**config.mk**
```make
export PLATFORM = sky130hd
export DESIGN_NAME = storage_bridge_config_decoder
export DESIGN_NICKNAME = d
export VERILOG_FILES = /design/src/logic/cfg_loader_pkg.sv /design/src/logic/pin_sync.sv /design/src/logic/storage_bridge_config_decoder.sv
export VERILOG_INCLUDE_DIRS = /design/src /design/src/logic
export SDC_FILE = /design/constraint.sdc
export NUM_CORES = 1
export LEC_CHECK = 0
export CORE_UTILIZATION = 57
export DETAILED_ROUTE_END_ITERATION = 10
export DONT_BUFFER_PORTS = 1
export PLACE_DENSITY = 0.78
export SETUP_SLACK_MARGIN = 0.15
export SLEW_MARGIN = 20
export SYNTH_ARGS = -nofsm -noshare
export SYNTH_HDL_FRONTEND = slang
export SYNTH_HIERARCHICAL = 1
export SYNTH_SLANG_ARGS = --single-unit
export TNS_END_PERCENT = 1
```
**constraint.sdc**
```tcl
create_clock -name clk_i -period 3.46 [get_ports clk_i]
set_clock_uncertainty 0.15 [all_clocks]
set_input_delay 1.038 -clock clk_i [delete_from_list [all_inputs] [get_ports clk_i]]
set_output_delay 1.038 -clock clk_i [all_outputs]
set_load 0.005 [all_outputs]
```
**src/logic/cfg_loader_regs.svh**
```systemverilog
// Purpose: offsets, field positions, reset values and timing for the config decoder
// Assumes: register index times four is the byte address
// Notes: definitions only
`ifndef CFG_LOADER_REGS_SVH
`define CFG_LOADER_REGS_SVH

// ****************************************
// register indices
// ****************************************
`define IDX_OPTIONS 6'h08
`define IDX_GPIO_DIR 6'h09
`define IDX_GPIO_LVL 6'h0A
`define IDX_UNIT0_PTR 6'h0B
`define IDX_UNIT1_PTR 6'h0C
`define IDX_DELAY 6'h0D
`define IDX_DRIVE_OPT 6'h0E
`define IDX_RESERVED 6'h0F
`define IDX_DESC_LEN 6'h10
`define IDX_DESC_TYPE 6'h11
`define IDX_CONTROL 6'h18
`define IDX_STATUS 6'h19

// ****************************************
// field positions
// ****************************************
`define OPT_PWR_VALID_EN 0
`define GPIO_MSB 5
`define DRV_BUS_POWERED 4
`define DRV_FAST_DMA 3
`define DRV_LUN_HI 2
`define DRV_LUN_LO 1
`define DRV_SEARCH_SKIP 0
`define CTRL_LOAD 0

// ****************************************
// reset and expected values
// ****************************************
`define RST_BYTE 8'h00
`define RST_GPIO 6'h00
`define RST_DRV 5'h00
`define DESC_LEN_EXPECT 8'h12
`define DESC_TYPE_EXPECT 8'h01

// ****************************************
// timing
// ****************************************
`define TICK_MS 20
`define CLK_KHZ 100000

`endif

```
**src/logic/cfg_loader_pkg.sv**
```systemverilog
// Purpose: types shared by the config decoder
// Assumes: nothing
// Notes: state codes written out
package cfg_loader_pkg;

  typedef enum logic [2:0] {
    ST_WAIT_LOAD = 3'b000,
    ST_DELAY = 3'b001,
    ST_SEARCH = 3'b010,
    ST_WAIT_FOUND = 3'b011,
    ST_READY = 3'b100
  } boot_state_type;

  typedef struct packed {
    logic valid;
    logic write;
    logic [5:0] idx;
  } ahb_req_type;

  typedef struct packed {
    logic power_valid_en;
    logic bus_powered;
    logic unit0_removable;
    logic fast_dma_removable;
    logic search_on_host_power;
    logic unit0_use_drive_id;
    logic unit1_use_drive_id;
    logic [7:0] unit0_ptr;
    logic [7:0] unit1_ptr;
  } drive_cfg_type;

endpackage

```
**src/logic/pin_sync.sv**
```systemverilog
// Purpose: two-flop synchroniser for pin inputs
// Assumes: inputs are asynchronous to clk_i
// Notes: only the second stage leaves this module
`timescale 1ns/1ps
`default_nettype none

module pin_sync #(
  parameter int WIDTH = 1
) (
  input wire logic clk_i,
  input wire logic rst_b_i,
  input wire logic [WIDTH-1:0] pin_i,
  output logic [WIDTH-1:0] sync_o
);

  logic [WIDTH-1:0] meta_ff;
  logic [WIDTH-1:0] sync_ff;

  always_ff @(posedge clk_i or negedge rst_b_i) begin
    if (!rst_b_i) begin
      meta_ff <= '0;
      sync_ff <= '0;
    end else begin
      meta_ff <= pin_i;
      sync_ff <= meta_ff;
    end
  end

  assign sync_o = sync_ff;

endmodule

`default_nettype wire

```
**src/logic/storage_bridge_config_decoder.sv**
```systemverilog
// Purpose: holds and decodes the bridge configuration bytes 0x08 to 0x11
// Assumes: the loader writes the image over AHB-Lite, then sets the load bit
// Notes: zero wait states; reads forward a write still in its data phase
//
// What this block does
// - byte 0x09 bits 5:0 set each general pin: 0 input, 1 driven output
// - levels of input-configured pins are sampled and reported to the host
// - output pins drive the level in byte 0x0A bits 5:0
// - byte 0x0B points to unit 0 name string; zero uses drive identify data
// - byte 0x0C points to unit 1 name string; zero uses drive identify data
// - wait byte 0x0D count of 20 ms ticks before first drive access
// - byte 0x0E bit 4 marks unit 0 bus-powered and non-removable
// - byte 0x0E bit 3 allows ultra DMA to removable devices
// - byte 0x0E bits 2:1 choose search, unit 0 only, or both units
// - byte 0x0E bit 0 clear searches on each host power enable rise seen in the ready state
// - byte 0x08 bit 0 enables drive power valid and removable master
//
// Chosen here: the AHB-Lite interface to the registers.
`timescale 1ns/1ps
`include "cfg_loader_regs.svh"
`default_nettype none

module storage_bridge_config_decoder #(
  parameter int TICK_CYCLES = `TICK_MS * `CLK_KHZ
) (
  input wire logic clk_i,
  input wire logic rst_b_i,
  input wire logic hsel_i,
  input wire logic [7:0] haddr_i,
  input wire logic [1:0] htrans_i,
  input wire logic hwrite_i,
  input wire logic [2:0] hsize_i,
  input wire logic [31:0] hwdata_i,
  input wire logic hready_i,
  output logic [31:0] hrdata_o,
  output logic hreadyout_o,
  output logic hresp_o,
  input wire logic [5:0] gpio_in_i,
  output logic [5:0] gpio_out_o,
  output logic [5:0] gpio_oe_o,
  input wire logic host_power_drive_enable_i,
  input wire logic search_done_i,
  input wire logic [1:0] units_found_i,
  output logic [5:0] system_interrupt_report_o,
  output logic search_request_o,
  output logic drive_access_ok_o,
  output logic [1:0] units_present_o,
  output logic desc_ok_o,
  output cfg_loader_pkg::drive_cfg_type drive_cfg_o
);
  import cfg_loader_pkg::*;

  localparam int TICK_W = $clog2(TICK_CYCLES);

  // ****************************************
  // bus address phase
  // ****************************************
  ahb_req_type req_ff;
  ahb_req_type nxt_req;
  logic addr_ph;
  logic [5:0] rd_idx;

  // word transfers only, so hsize carries nothing this slave needs
  assign addr_ph = hsel_i & htrans_i[1] & hready_i;
  assign rd_idx = haddr_i[7:2];
  assign nxt_req = {addr_ph, hwrite_i, rd_idx};

  // ****************************************
  // write decode
  // ****************************************
  logic wr_en;
  logic [7:0] wbyte;
  logic wr_opt;
  logic wr_dir;
  logic wr_lvl;
  logic wr_ptr0;
  logic wr_ptr1;
  logic wr_delay;
  logic wr_drv;
  logic wr_len;
  logic wr_type;
  logic load;

  assign wr_en = req_ff.valid & req_ff.write;
  assign wbyte = hwdata_i[7:0];
  assign wr_opt = wr_en && (req_ff.idx == `IDX_OPTIONS);
  assign wr_dir = wr_en && (req_ff.idx == `IDX_GPIO_DIR);
  assign wr_lvl = wr_en && (req_ff.idx == `IDX_GPIO_LVL);
  assign wr_ptr0 = wr_en && (req_ff.idx == `IDX_UNIT0_PTR);
  assign wr_ptr1 = wr_en && (req_ff.idx == `IDX_UNIT1_PTR);
  assign wr_delay = wr_en && (req_ff.idx == `IDX_DELAY);
  assign wr_drv = wr_en && (req_ff.idx == `IDX_DRIVE_OPT);
  assign wr_len = wr_en && (req_ff.idx == `IDX_DESC_LEN);
  assign wr_type = wr_en && (req_ff.idx == `IDX_DESC_TYPE);
  assign load = wr_en && (req_ff.idx == `IDX_CONTROL) && hwdata_i[`CTRL_LOAD];

  // ****************************************
  // configuration image
  // ****************************************
  logic opt_ff;
  logic [5:0] dir_ff;
  logic [5:0] lvl_ff;
  logic [7:0] ptr0_ff;
  logic [7:0] ptr1_ff;
  logic [7:0] delay_ff;
  logic [4:0] drv_ff;
  logic [7:0] len_ff;
  logic [7:0] type_ff;
  logic nxt_opt;
  logic [5:0] nxt_dir;
  logic [5:0] nxt_lvl;
  logic [7:0] nxt_ptr0;
  logic [7:0] nxt_ptr1;
  logic [7:0] nxt_delay;
  logic [4:0] nxt_drv;
  logic [7:0] nxt_len;
  logic [7:0] nxt_type;

  // bits 7:1 of 0x08, 7:6 of 0x09 and 0x0A, and 7:5 of 0x0E are not stored and read back as zero
  assign nxt_opt = wr_opt ? wbyte[`OPT_PWR_VALID_EN] : opt_ff;
  assign nxt_dir = wr_dir ? wbyte[`GPIO_MSB:0] : dir_ff;
  assign nxt_lvl = wr_lvl ? wbyte[`GPIO_MSB:0] : lvl_ff;
  assign nxt_ptr0 = wr_ptr0 ? wbyte : ptr0_ff;
  assign nxt_ptr1 = wr_ptr1 ? wbyte : ptr1_ff;
  assign nxt_delay = wr_delay ? wbyte : delay_ff;
  assign nxt_drv = wr_drv ? wbyte[4:0] : drv_ff;
  assign nxt_len = wr_len ? wbyte : len_ff;
  assign nxt_type = wr_type ? wbyte : type_ff;

  always_ff @(posedge clk_i or negedge rst_b_i) begin
    if (!rst_b_i) begin
      req_ff <= '0;
      opt_ff <= 1'b0;
      dir_ff <= `RST_GPIO;
      lvl_ff <= `RST_GPIO;
      ptr0_ff <= `RST_BYTE;
      ptr1_ff <= `RST_BYTE;
      delay_ff <= `RST_BYTE;
      drv_ff <= `RST_DRV;
      len_ff <= `RST_BYTE;
      type_ff <= `RST_BYTE;
    end else begin
      req_ff <= nxt_req;
      opt_ff <= nxt_opt;
      dir_ff <= nxt_dir;
      lvl_ff <= nxt_lvl;
      ptr0_ff <= nxt_ptr0;
      ptr1_ff <= nxt_ptr1;
      delay_ff <= nxt_delay;
      drv_ff <= nxt_drv;
      len_ff <= nxt_len;
      type_ff <= nxt_type;
    end
  end

  // ****************************************
  // pin inputs
  // ****************************************
  logic [6:0] pins_sync;
  logic host_pwr;
  logic host_pwr_prev_ff;
  logic host_pwr_rise;

  pin_sync #(
    .WIDTH(7)
  ) u_pin_sync (
    .clk_i(clk_i),
    .rst_b_i(rst_b_i),
    .pin_i({host_power_drive_enable_i, gpio_in_i}),
    .sync_o(pins_sync)
  );

  assign host_pwr = pins_sync[6];
  assign host_pwr_rise = host_pwr & ~host_pwr_prev_ff;

  // ****************************************
  // startup sequence
  // ****************************************
  boot_state_type state_ff;
  boot_state_type nxt_state;
  logic loaded_ff;
  logic [5:0] act_dir_ff;
  logic [5:0] act_lvl_ff;
  logic [7:0] act_ticks_ff;
  logic [1:0] act_lun_ff;
  logic act_skip_ff;
  logic [TICK_W-1:0] tick_cnt_ff;
  logic [7:0] tick_num_ff;
  logic tick_end;
  logic delay_over;
  logic [1:0] fixed_units;
  logic [1:0] units_ff;

  assign tick_end = (tick_cnt_ff == TICK_W'(TICK_CYCLES - 1));
  assign delay_over = (tick_num_ff == act_ticks_ff);
  // 01 names unit 0 only, 10 and 11 both units
  assign fixed_units = act_lun_ff[1] ? 2'b11 : 2'b01;

  always_comb begin
    nxt_state = state_ff;
    case (state_ff)
      ST_WAIT_LOAD: begin
        nxt_state = ST_WAIT_LOAD;
      end
      ST_DELAY: begin
        if (delay_over) begin
          if (act_lun_ff == 2'b00) begin
            nxt_state = ST_SEARCH;
          end else begin
            nxt_state = ST_READY;
          end
        end
      end
      ST_SEARCH: begin
        nxt_state = ST_WAIT_FOUND;
      end
      ST_WAIT_FOUND: begin
        if (search_done_i) begin
          nxt_state = ST_READY;
        end
      end
      ST_READY: begin
        // the encoding wins over the prose: a clear bit searches
        if (host_pwr_rise && !act_skip_ff) begin
          nxt_state = ST_SEARCH;
        end
      end
      default: begin
        nxt_state = ST_WAIT_LOAD;
      end
    endcase
    // a fresh load restarts the whole sequence, delay included
    if (load) begin
      nxt_state = ST_DELAY;
    end
  end

  always_ff @(posedge clk_i or negedge rst_b_i) begin
    if (!rst_b_i) begin
      state_ff <= ST_WAIT_LOAD;
      host_pwr_prev_ff <= 1'b0;
      tick_cnt_ff <= '0;
      tick_num_ff <= `RST_BYTE;
    end else begin
      state_ff <= nxt_state;
      host_pwr_prev_ff <= host_pwr;
      if (load || state_ff != ST_DELAY || delay_over) begin
        tick_cnt_ff <= '0;
        tick_num_ff <= `RST_BYTE;
      end else if (tick_end) begin
        tick_cnt_ff <= '0;
        tick_num_ff <= tick_num_ff + 8'h01;
      end else begin
        tick_cnt_ff <= tick_cnt_ff + TICK_W'(1);
      end
    end
  end

  // ****************************************
  // latched image applied to the pins
  // ****************************************
  // outputs follow the latched copy so partial loads never reach the pins
  always_ff @(posedge clk_i or negedge rst_b_i) begin
    if (!rst_b_i) begin
      loaded_ff <= 1'b0;
      act_dir_ff <= `RST_GPIO;
      act_lvl_ff <= `RST_GPIO;
      act_ticks_ff <= `RST_BYTE;
      act_lun_ff <= 2'b00;
      act_skip_ff <= 1'b0;
      drive_cfg_o <= '0;
    end else if (load) begin
      loaded_ff <= 1'b1;
      act_dir_ff <= dir_ff;
      act_lvl_ff <= lvl_ff;
      act_ticks_ff <= delay_ff;
      act_lun_ff <= drv_ff[`DRV_LUN_HI:`DRV_LUN_LO];
      act_skip_ff <= drv_ff[`DRV_SEARCH_SKIP];
      drive_cfg_o.power_valid_en <= opt_ff;
      drive_cfg_o.bus_powered <= drv_ff[`DRV_BUS_POWERED];
      drive_cfg_o.unit0_removable <= opt_ff & ~drv_ff[`DRV_BUS_POWERED];
      drive_cfg_o.fast_dma_removable <= drv_ff[`DRV_FAST_DMA];
      drive_cfg_o.search_on_host_power <= ~drv_ff[`DRV_SEARCH_SKIP];
      drive_cfg_o.unit0_use_drive_id <= (ptr0_ff == `RST_BYTE);
      drive_cfg_o.unit1_use_drive_id <= (ptr1_ff == `RST_BYTE);
      drive_cfg_o.unit0_ptr <= ptr0_ff;
      drive_cfg_o.unit1_ptr <= ptr1_ff;
    end
  end

  // ****************************************
  // drive side outputs
  // ****************************************
  logic [5:0] nxt_report;
  logic [1:0] nxt_units;

  assign nxt_report = pins_sync[5:0] & ~act_dir_ff;
  assign nxt_units = (state_ff == ST_WAIT_FOUND && search_done_i) ? units_found_i
                   : (state_ff == ST_DELAY && delay_over && act_lun_ff != 2'b00)
                   ? fixed_units : units_ff;

  always_ff @(posedge clk_i or negedge rst_b_i) begin
    if (!rst_b_i) begin
      gpio_oe_o <= `RST_GPIO;
      gpio_out_o <= `RST_GPIO;
      system_interrupt_report_o <= `RST_GPIO;
      search_request_o <= 1'b0;
      drive_access_ok_o <= 1'b0;
      units_ff <= 2'b00;
      desc_ok_o <= 1'b0;
    end else begin
      gpio_oe_o <= loaded_ff ? act_dir_ff : `RST_GPIO;
      gpio_out_o <= loaded_ff ? (act_lvl_ff & act_dir_ff) : `RST_GPIO;
      system_interrupt_report_o <= nxt_report;
      search_request_o <= (nxt_state == ST_SEARCH);
      drive_access_ok_o <= (nxt_state != ST_WAIT_LOAD) && (nxt_state != ST_DELAY);
      units_ff <= load ? 2'b00 : nxt_units;
      desc_ok_o <= (len_ff == `DESC_LEN_EXPECT) && (type_ff == `DESC_TYPE_EXPECT);
    end
  end

  assign units_present_o = units_ff;

  // ****************************************
  // read path
  // ****************************************
  logic [31:0] status_word;
  logic [31:0] rd_word;

  assign status_word = {16'h0000, 2'b00, system_interrupt_report_o, desc_ok_o,
                        loaded_ff, units_ff, 1'b0, state_ff};

  // reads pick the next values so a write in its data phase is seen
  assign rd_word =
      (rd_idx == `IDX_OPTIONS) ? {31'h00000000, nxt_opt}
    : (rd_idx == `IDX_GPIO_DIR) ? {26'h0000000, nxt_dir}
    : (rd_idx == `IDX_GPIO_LVL) ? {26'h0000000, nxt_lvl}
    : (rd_idx == `IDX_UNIT0_PTR) ? {24'h000000, nxt_ptr0}
    : (rd_idx == `IDX_UNIT1_PTR) ? {24'h000000, nxt_ptr1}
    : (rd_idx == `IDX_DELAY) ? {24'h000000, nxt_delay}
    : (rd_idx == `IDX_DRIVE_OPT) ? {27'h0000000, nxt_drv}
    : (rd_idx == `IDX_DESC_LEN) ? {24'h000000, nxt_len}
    : (rd_idx == `IDX_DESC_TYPE) ? {24'h000000, nxt_type}
    : (rd_idx == `IDX_STATUS) ? status_word
    : 32'h00000000;

  always_ff @(posedge clk_i or negedge rst_b_i) begin
    if (!rst_b_i) begin
      hrdata_o <= 32'h00000000;
      hreadyout_o <= 1'b1;
      hresp_o <= 1'b0;
    end else begin
      hrdata_o <= (addr_ph && !hwrite_i) ? rd_word : 32'h00000000;
      hreadyout_o <= 1'b1;
      hresp_o <= 1'b0;
    end
  end

endmodule

`default_nettype wire
```
# Word level (Yosys, flattened, before mapping)
# Index checks and enable logic that the tools add are counted.
[totals] in_bits=60 wordCells=150 output_inout_bits=80 register_bits=197
[classes] n_bitwise=11 add_sub_neg=2 eq_ne=31 n_reduce_logical=29 mux=36
[ops] operator="$mux 14" n=11
[ops] operator="$eq 6x4->1 const B" n=14
[ops] operator="$mux 8" n=7
[ops] operator="$mux 21" n=2
[ops] operator="$eq 6x5->1 const B" n=6
[ops] operator="$mux 6" n=4
[ops] operator="$add 21x1->21 const B" n=1
[ops] operator="$eq 21x21->1 const B" n=1
[ops] operator="$logic_and 1x1->1" n=18
[ops] operator="$logic_not 8->1" n=2
[ops] operator="$mux 3" n=5
[ops] operator="$and 6x6->6" n=2
[ops] operator="$pmux 3 s4" n=1
[ops] operator="$eq 3x2->1 const B" n=3
[ops] operator="$add 8x1->8 const B" n=1
[ops] operator="$eq 8x1->1 const B" n=1
[ops] operator="$eq 8x5->1 const B" n=1
[ops] operator="$eq 8x8->1" n=1
[ops] operator="$mux 2" n=4
[ops] operator="$ne 3x1->1 const B" n=2
[ops] operator="$not 6->6" n=1
[ops] operator="$reduce_bool 3->1" n=2
[ops] operator="$and 1x1->1" n=5
[ops] operator="$mux 5" n=1
[ops] operator="8 further kinds" n=13

# Depth between registers and ports, before layout
[depth] depth_word=13 mapped_depth=8 depth_no_buf=6

# Hierarchy
# Netlist, hierarchy kept.
[modules_own_cells] module="storage_bridge_config_decoder" seq_area_each_um2=4579.4 n_inst=1 area_each_um2=8023.9 cells_per_inst=654
[modules_own_cells] module="pin_sync" seq_area_each_um2=350.3 n_inst=1 area_each_um2=350.3 cells_per_inst=14

# Worst setup path before layout
# Ideal clock, no wire load.
[synth_path] path_kind="input to register" startpoint="input port haddr_i[6]" endpoint="register hrdata_o[1]" setup_ns=0.101 required_time_ns=3.209 cell_stages=6 arrival_ns=2.440 path_buffers=1 setup_slack_ns=0.769 cell_sequence="or4b_1 clkbuf_1 nor3_2 a221oi_1 and4b_1 o32ai_1"
[synth_via] elab_chain_len=12 elab_cells_between_ends=21 classes_between="eq/ne (10); mux (11)"
[synth_lines] item="start, declared" line_no="storage_bridge_config_decoder.sv:29" source="input wire logic [7:0] haddr_i,"
[synth_lines] item="$eq 6x5->1 (no line)"
[synth_lines] item="$mux 14" line_no="storage_bridge_config_decoder.sv:344" source=": (rd_idx == `IDX_STATUS) ? status_word"
[synth_lines] item="$mux 14" line_no="storage_bridge_config_decoder.sv:343" source=": (rd_idx == `IDX_DESC_TYPE) ? {24'h000000, nxt_type}"
[synth_lines] item="$mux 14" line_no="storage_bridge_config_decoder.sv:342" source=": (rd_idx == `IDX_DESC_LEN) ? {24'h000000, nxt_len}"
[synth_lines] item="$mux 14" line_no="storage_bridge_config_decoder.sv:341" source=": (rd_idx == `IDX_DRIVE_OPT) ? {27'h0000000, nxt_drv}"
[synth_lines] item="$mux 14" line_no="storage_bridge_config_decoder.sv:340" source=": (rd_idx == `IDX_DELAY) ? {24'h000000, nxt_delay}"
[synth_lines] item="$mux 14" line_no="storage_bridge_config_decoder.sv:339" source=": (rd_idx == `IDX_UNIT1_PTR) ? {24'h000000, nxt_ptr1}"
[synth_lines] item="$mux 14" line_no="storage_bridge_config_decoder.sv:338" source=": (rd_idx == `IDX_UNIT0_PTR) ? {24'h000000, nxt_ptr0}"
[synth_lines] item="$mux 14" line_no="storage_bridge_config_decoder.sv:337" source=": (rd_idx == `IDX_GPIO_LVL) ? {26'h0000000, nxt_lvl}"
[synth_lines] item="$mux 14" line_no="storage_bridge_config_decoder.sv:336" source=": (rd_idx == `IDX_GPIO_DIR) ? {26'h0000000, nxt_dir}"
[synth_lines] item="$mux 14 (*)" line_no="storage_bridge_config_decoder.sv:335" source="(rd_idx == `IDX_OPTIONS) ? {31'h00000000, nxt_opt}"
[synth_lines] item="$mux 14 (*)" line_no="storage_bridge_config_decoder.sv:353" source="hrdata_o <= (addr_ph && !hwrite_i) ? rd_word : 32'h00000000;"
[synth_lines] item="end signal, assigned" line_no="storage_bridge_config_decoder.sv:353"
[synth_lines] item="end, declared" line_no="storage_bridge_config_decoder.sv:35" source="output logic [31:0] hrdata_o,"
# Mark *: on every way between the ends. The rest lies on a longest branch, timed or not.
# A chain may end at the register's enable or synchronous reset.

# Worst setup path after layout
[layout_path] startpoint="register req_ff[2] (netlist name)" endpoint="register hrdata_o[5]"
[layout_via] elab_cells_between_ends=31 classes_between="eq/ne (7); mux (17); reduce/logical (7)"
[layout_rtl] item="start, declared" line_no="storage_bridge_config_decoder.sv:58" source="ahb_req_type req_ff;"
[layout_rtl] item="start signal, assigned" line_no="storage_bridge_config_decoder.sv:143" source="req_ff <= nxt_req;"
[layout_rtl] item="$eq 6x4->1 (no line)"
[layout_rtl] item="$logic_and 1x1->1" line_no="storage_bridge_config_decoder.sv:89" source="assign wr_ptr0 = wr_en && (req_ff.idx == `IDX_UNIT0_PTR);"
[layout_rtl] item="$mux 8" line_no="storage_bridge_config_decoder.sv:123" source="assign nxt_ptr0 = wr_ptr0 ? wbyte : ptr0_ff;"
[layout_rtl] item="via nxt_ptr0[5]" line_no="storage_bridge_config_decoder.sv:112" source="logic [7:0] nxt_ptr0;"
[layout_rtl] item="$mux 14" line_no="storage_bridge_config_decoder.sv:338"
[layout_rtl] item="$mux 14" line_no="storage_bridge_config_decoder.sv:337"
[layout_rtl] item="$mux 14" line_no="storage_bridge_config_decoder.sv:336"
[layout_rtl] item="$mux 14" line_no="storage_bridge_config_decoder.sv:335"
[layout_rtl] item="$mux 14" line_no="storage_bridge_config_decoder.sv:353"
# The timed path passes the listed nets, and every way through them passes these cells.

==> results.yml <==
grt:
  antenna_found_initial: 0
  grt_util_met1_pct: 33.64
  grt_pass1_wl_um: 28550
  grt_pass1_vias: 5295
  gr-usage-met2_pct: 41.48
  grt_busiest_layer: "met2"
  grtUsageMet3_pct: 6.827
  grt-ovfl-total: 0
  gr-usage-all-layers_pct: 26.01
  grt_max_degree: 198
logic_synthesis:
  synthCells: 668
  yosysSeqAreaShare_pct: 58.87
  syn_area_per_cell_um2: 12.54
  synthArstFlopShare_pct: 100.0
  synth_edf_count: 0
  ys_types: 63
  syn_area_um2: 8374
  synth_top_cell_by_area: "dfrtp_1"
  synth.top_cell.area_share_pct: 58.87
  ys_ff_latch: 197
  ys.flop_type: "dfrtp_1"
  yosys_warnings: 6
  yosys-top-cells-area: "dfrtp_1, mux2_2, xor2_1, nor2_1, buf_4"
critical_path:
  startpoint_type: "register"
  critPathSlowestCell: "and4_1"
  worst-path-stages: 6
  reg2regPathDepth: 6
  crit_family: "simple AND/OR/NAND/NOR gates"
  path_cells: "and4bb_1, and4_1, mux2_2, a31o_2, o2bb2ai_1, a21oi_1"
  worst-path-buf-inv: 0
  worstSetupPathType: "reg2reg"
  cp.arrival_ns: 2.89
  critPathRequiredTime_ns: 3.64
  worstSetupEndpointType: "register"
  path_max_fanout: 8
  max_stage_delay_ns: 0.57
sta:
  layout_min_cycle_time_ns: 2.714
  rsz0062_at_grt: "false"
  fmax_mhz: 368.4
  fin_crit_sh_pct: 78.44
  setup_viol: 0
  tns_ns: 0
  slew_headroom_pct: 57.65
  worstMarginPinSlew_ns: 0.6267
  hold_violations: 0
  slew_violations: 0
power:
  clkPwrFrac_pct: 43.0
  switchingPower_uw: 1025
  ir_drop_uv: 355.2
  powerDensity_nw_per_um2: 488.5
  switching_share_pct: 23.24
  finalPower_uw: 4412
  seqPwrFrac_pct: 54.3
  leakage_uw: 0.004214
  pwr-share-comb_pct: 2.7
  internal_power_uw: 3386
outcome:
  outcome: "completed"
clock_tree:
  clock-sinks: 197
  insertion_delay_ns: 0.44
  cts_hold_buf: 0
  cts_buffers: 17
  clockBufferDepth: 2
  root_buffer: "clkbuf_16"
  cts-resized-gates: 0
  htreeDepth: 4
  path_clk_slew_ns: 0.07
  post_cts_buffers: 0
  cts_tree: "done"
final_layout:
  antennaDiodeCount: 0
  finalInstanceArea_um2: 9031
  nNetsFinal: 730
  layout_common_cells: "dfrtp_1, mux2_2, nor2_1, nand2_1, xor2_1"
  final_util_pct: 64.07
  fin_cells: 861
  area_growth_pct: 7.844
  drive_gt1_share_pct: 22.32
  final_common_cell: "dfrtp_1"
floorplanning:
  core_um2: 14100
  floorplan.die_area_um2: 15180
  die_h_um: 123.2
  rows: 43
  io_pins: 140
  start_util_pct: 59.41
  die_w_um: 123.2
job:
  cap_violations: 0
routing:
  firstDrtPassIters: 4
  drc: 0
  vias_per_cell: 6.026
  antenna_left: 0
  via_count: 5188
  drt_iter0_drc: 368
  drt_wl_total_um: 18530
  routedWlPerCell_um: 21.52
place:
  post_dp_cell_area_um2: 8459
  place_hpwl_um: 13150
  gp_congestion: 0.9316
  post-place-cells: 829
  port_buffers: 0
min_path:
  hp-class: "in2async"
power by group through the flow:
stage	Clock, uW	Combinational, uW	Sequential [uW]
after global routing	2010	128	2400
final	1900	118	2400
after floorplan	0	112	2430
after global placement	0	112	2440
after CTS	1920	116	2400
after detailed placement	0	115	2440
per-stage QoR:
stage,setup WS [ns],hold WS [ns]
floorplan,0.7695,0.1812
global placement,0.5020,0.1825
detailed placement,0.5581,0.1856
CTS,0.7581,0.1238
global route,0.6590,0.1141
finish,0.7458,0.1348
sequential cells by signal, summed over array words and instances, names as in the netlist, 8 cells and up:
signal        cells
drive_cfg_o      23
tick_cnt_ff      21
hrdata_o         14
act_ticks_ff      8
delay_ff          8
len_ff            8
ptr0_ff           8
ptr1_ff           8
req_ff            8
tick_num_ff       8
type_ff           8
layout make-up:
type                    count  area (um^2)
fillers                  1046         5065
flip-flops and latches    197         4930
multi-input cells         436         3211
clock buffers              18        439.2
well taps                 180        225.2
clock inverters            14        132.6
repair buffers              9        67.56
inverters                   7        26.28
cells by family (layout without fill, tap and decap cells):
logic type                 after synthesis  in the layout  share of synthesized area (%)
AOI/OAI and AO/OA                       66             66                          5.543
xor gates and xnor gates                35             35                          3.660
adders and majority gates                2              2                         0.2988
buffers and inverters                   53             48                          3.631
DFF                                    197            197                          58.87
muxes                                  101            101                          13.54
other                                    2             20                        0.08968
and+or+nand+nor                        212            212                          14.37
worst paths after layout:
kind	slack, ns	end	start
setup / recovery	0.75	hrdata_o[5]	req_ff[2]
hold / removal	0.13	tick_cnt_ff[11]	rst_b_i
setup reg to reg	0.75	hrdata_o[5]	req_ff[2]
hold reg to reg	0.20	u_pin_sync/sync_o[3]	u_pin_sync/meta_ff[3]
max in group asynchronous	2.80	hrdata_o[3]	rst_b_i
min in group clk_i	0.20	u_pin_sync/sync_o[3]	u_pin_sync/meta_ff[3]
cells in the mapped netlist (2+ instances only):
| library cell | instances |
|---|---|
| buf_4 | 22 |
| o2bb2ai_1 | 2 |
| xor2_1 | 25 |
| a21o_1 | 3 |
| a221o_1 | 2 |
| or2_2 | 2 |
| mux2_2 | 94 |
| o211ai_1 | 2 |
| nor3_1 | 2 |
| a21oi_1 | 9 |
| nor2b_1 | 10 |
| nand3_1 | 15 |
| inv_1 | 7 |
| conb_1 | 2 |
| ha_1 | 2 |
| a31oi_1 | 7 |
| o21a_1 | 2 |
| nand4_1 | 10 |
| nor3b_1 | 2 |
| and2_1 | 12 |
| nand3_2 | 2 |
| mux2i_1 | 6 |
| clkbuf_1 | 11 |
| a22oi_1 | 7 |
| nand2b_1 | 6 |
| a221oi_1 | 5 |
| nor4b_1 | 5 |
| dfrtp_1 | 197 |
| and3_1 | 19 |
| nand3b_1 | 2 |
| nor2_1 | 47 |
| o21ai_0 | 13 |
| xnor2_1 | 10 |
| buf_2 | 11 |
| nor4bb_1 | 3 |
| a31o_2 | 4 |
| nand2_1 | 44 |
| and4b_1 | 4 |
| and4_1 | 8 |
| nor4_1 | 9 |
per-layer routing:
metal	up-vias	share of wire [%]
met3	37	5.6
met4	0	2.3
met1	2660	43
met2	162	49
li1	2329	-
met5	-	0
(Power assumes the default switching activity.)
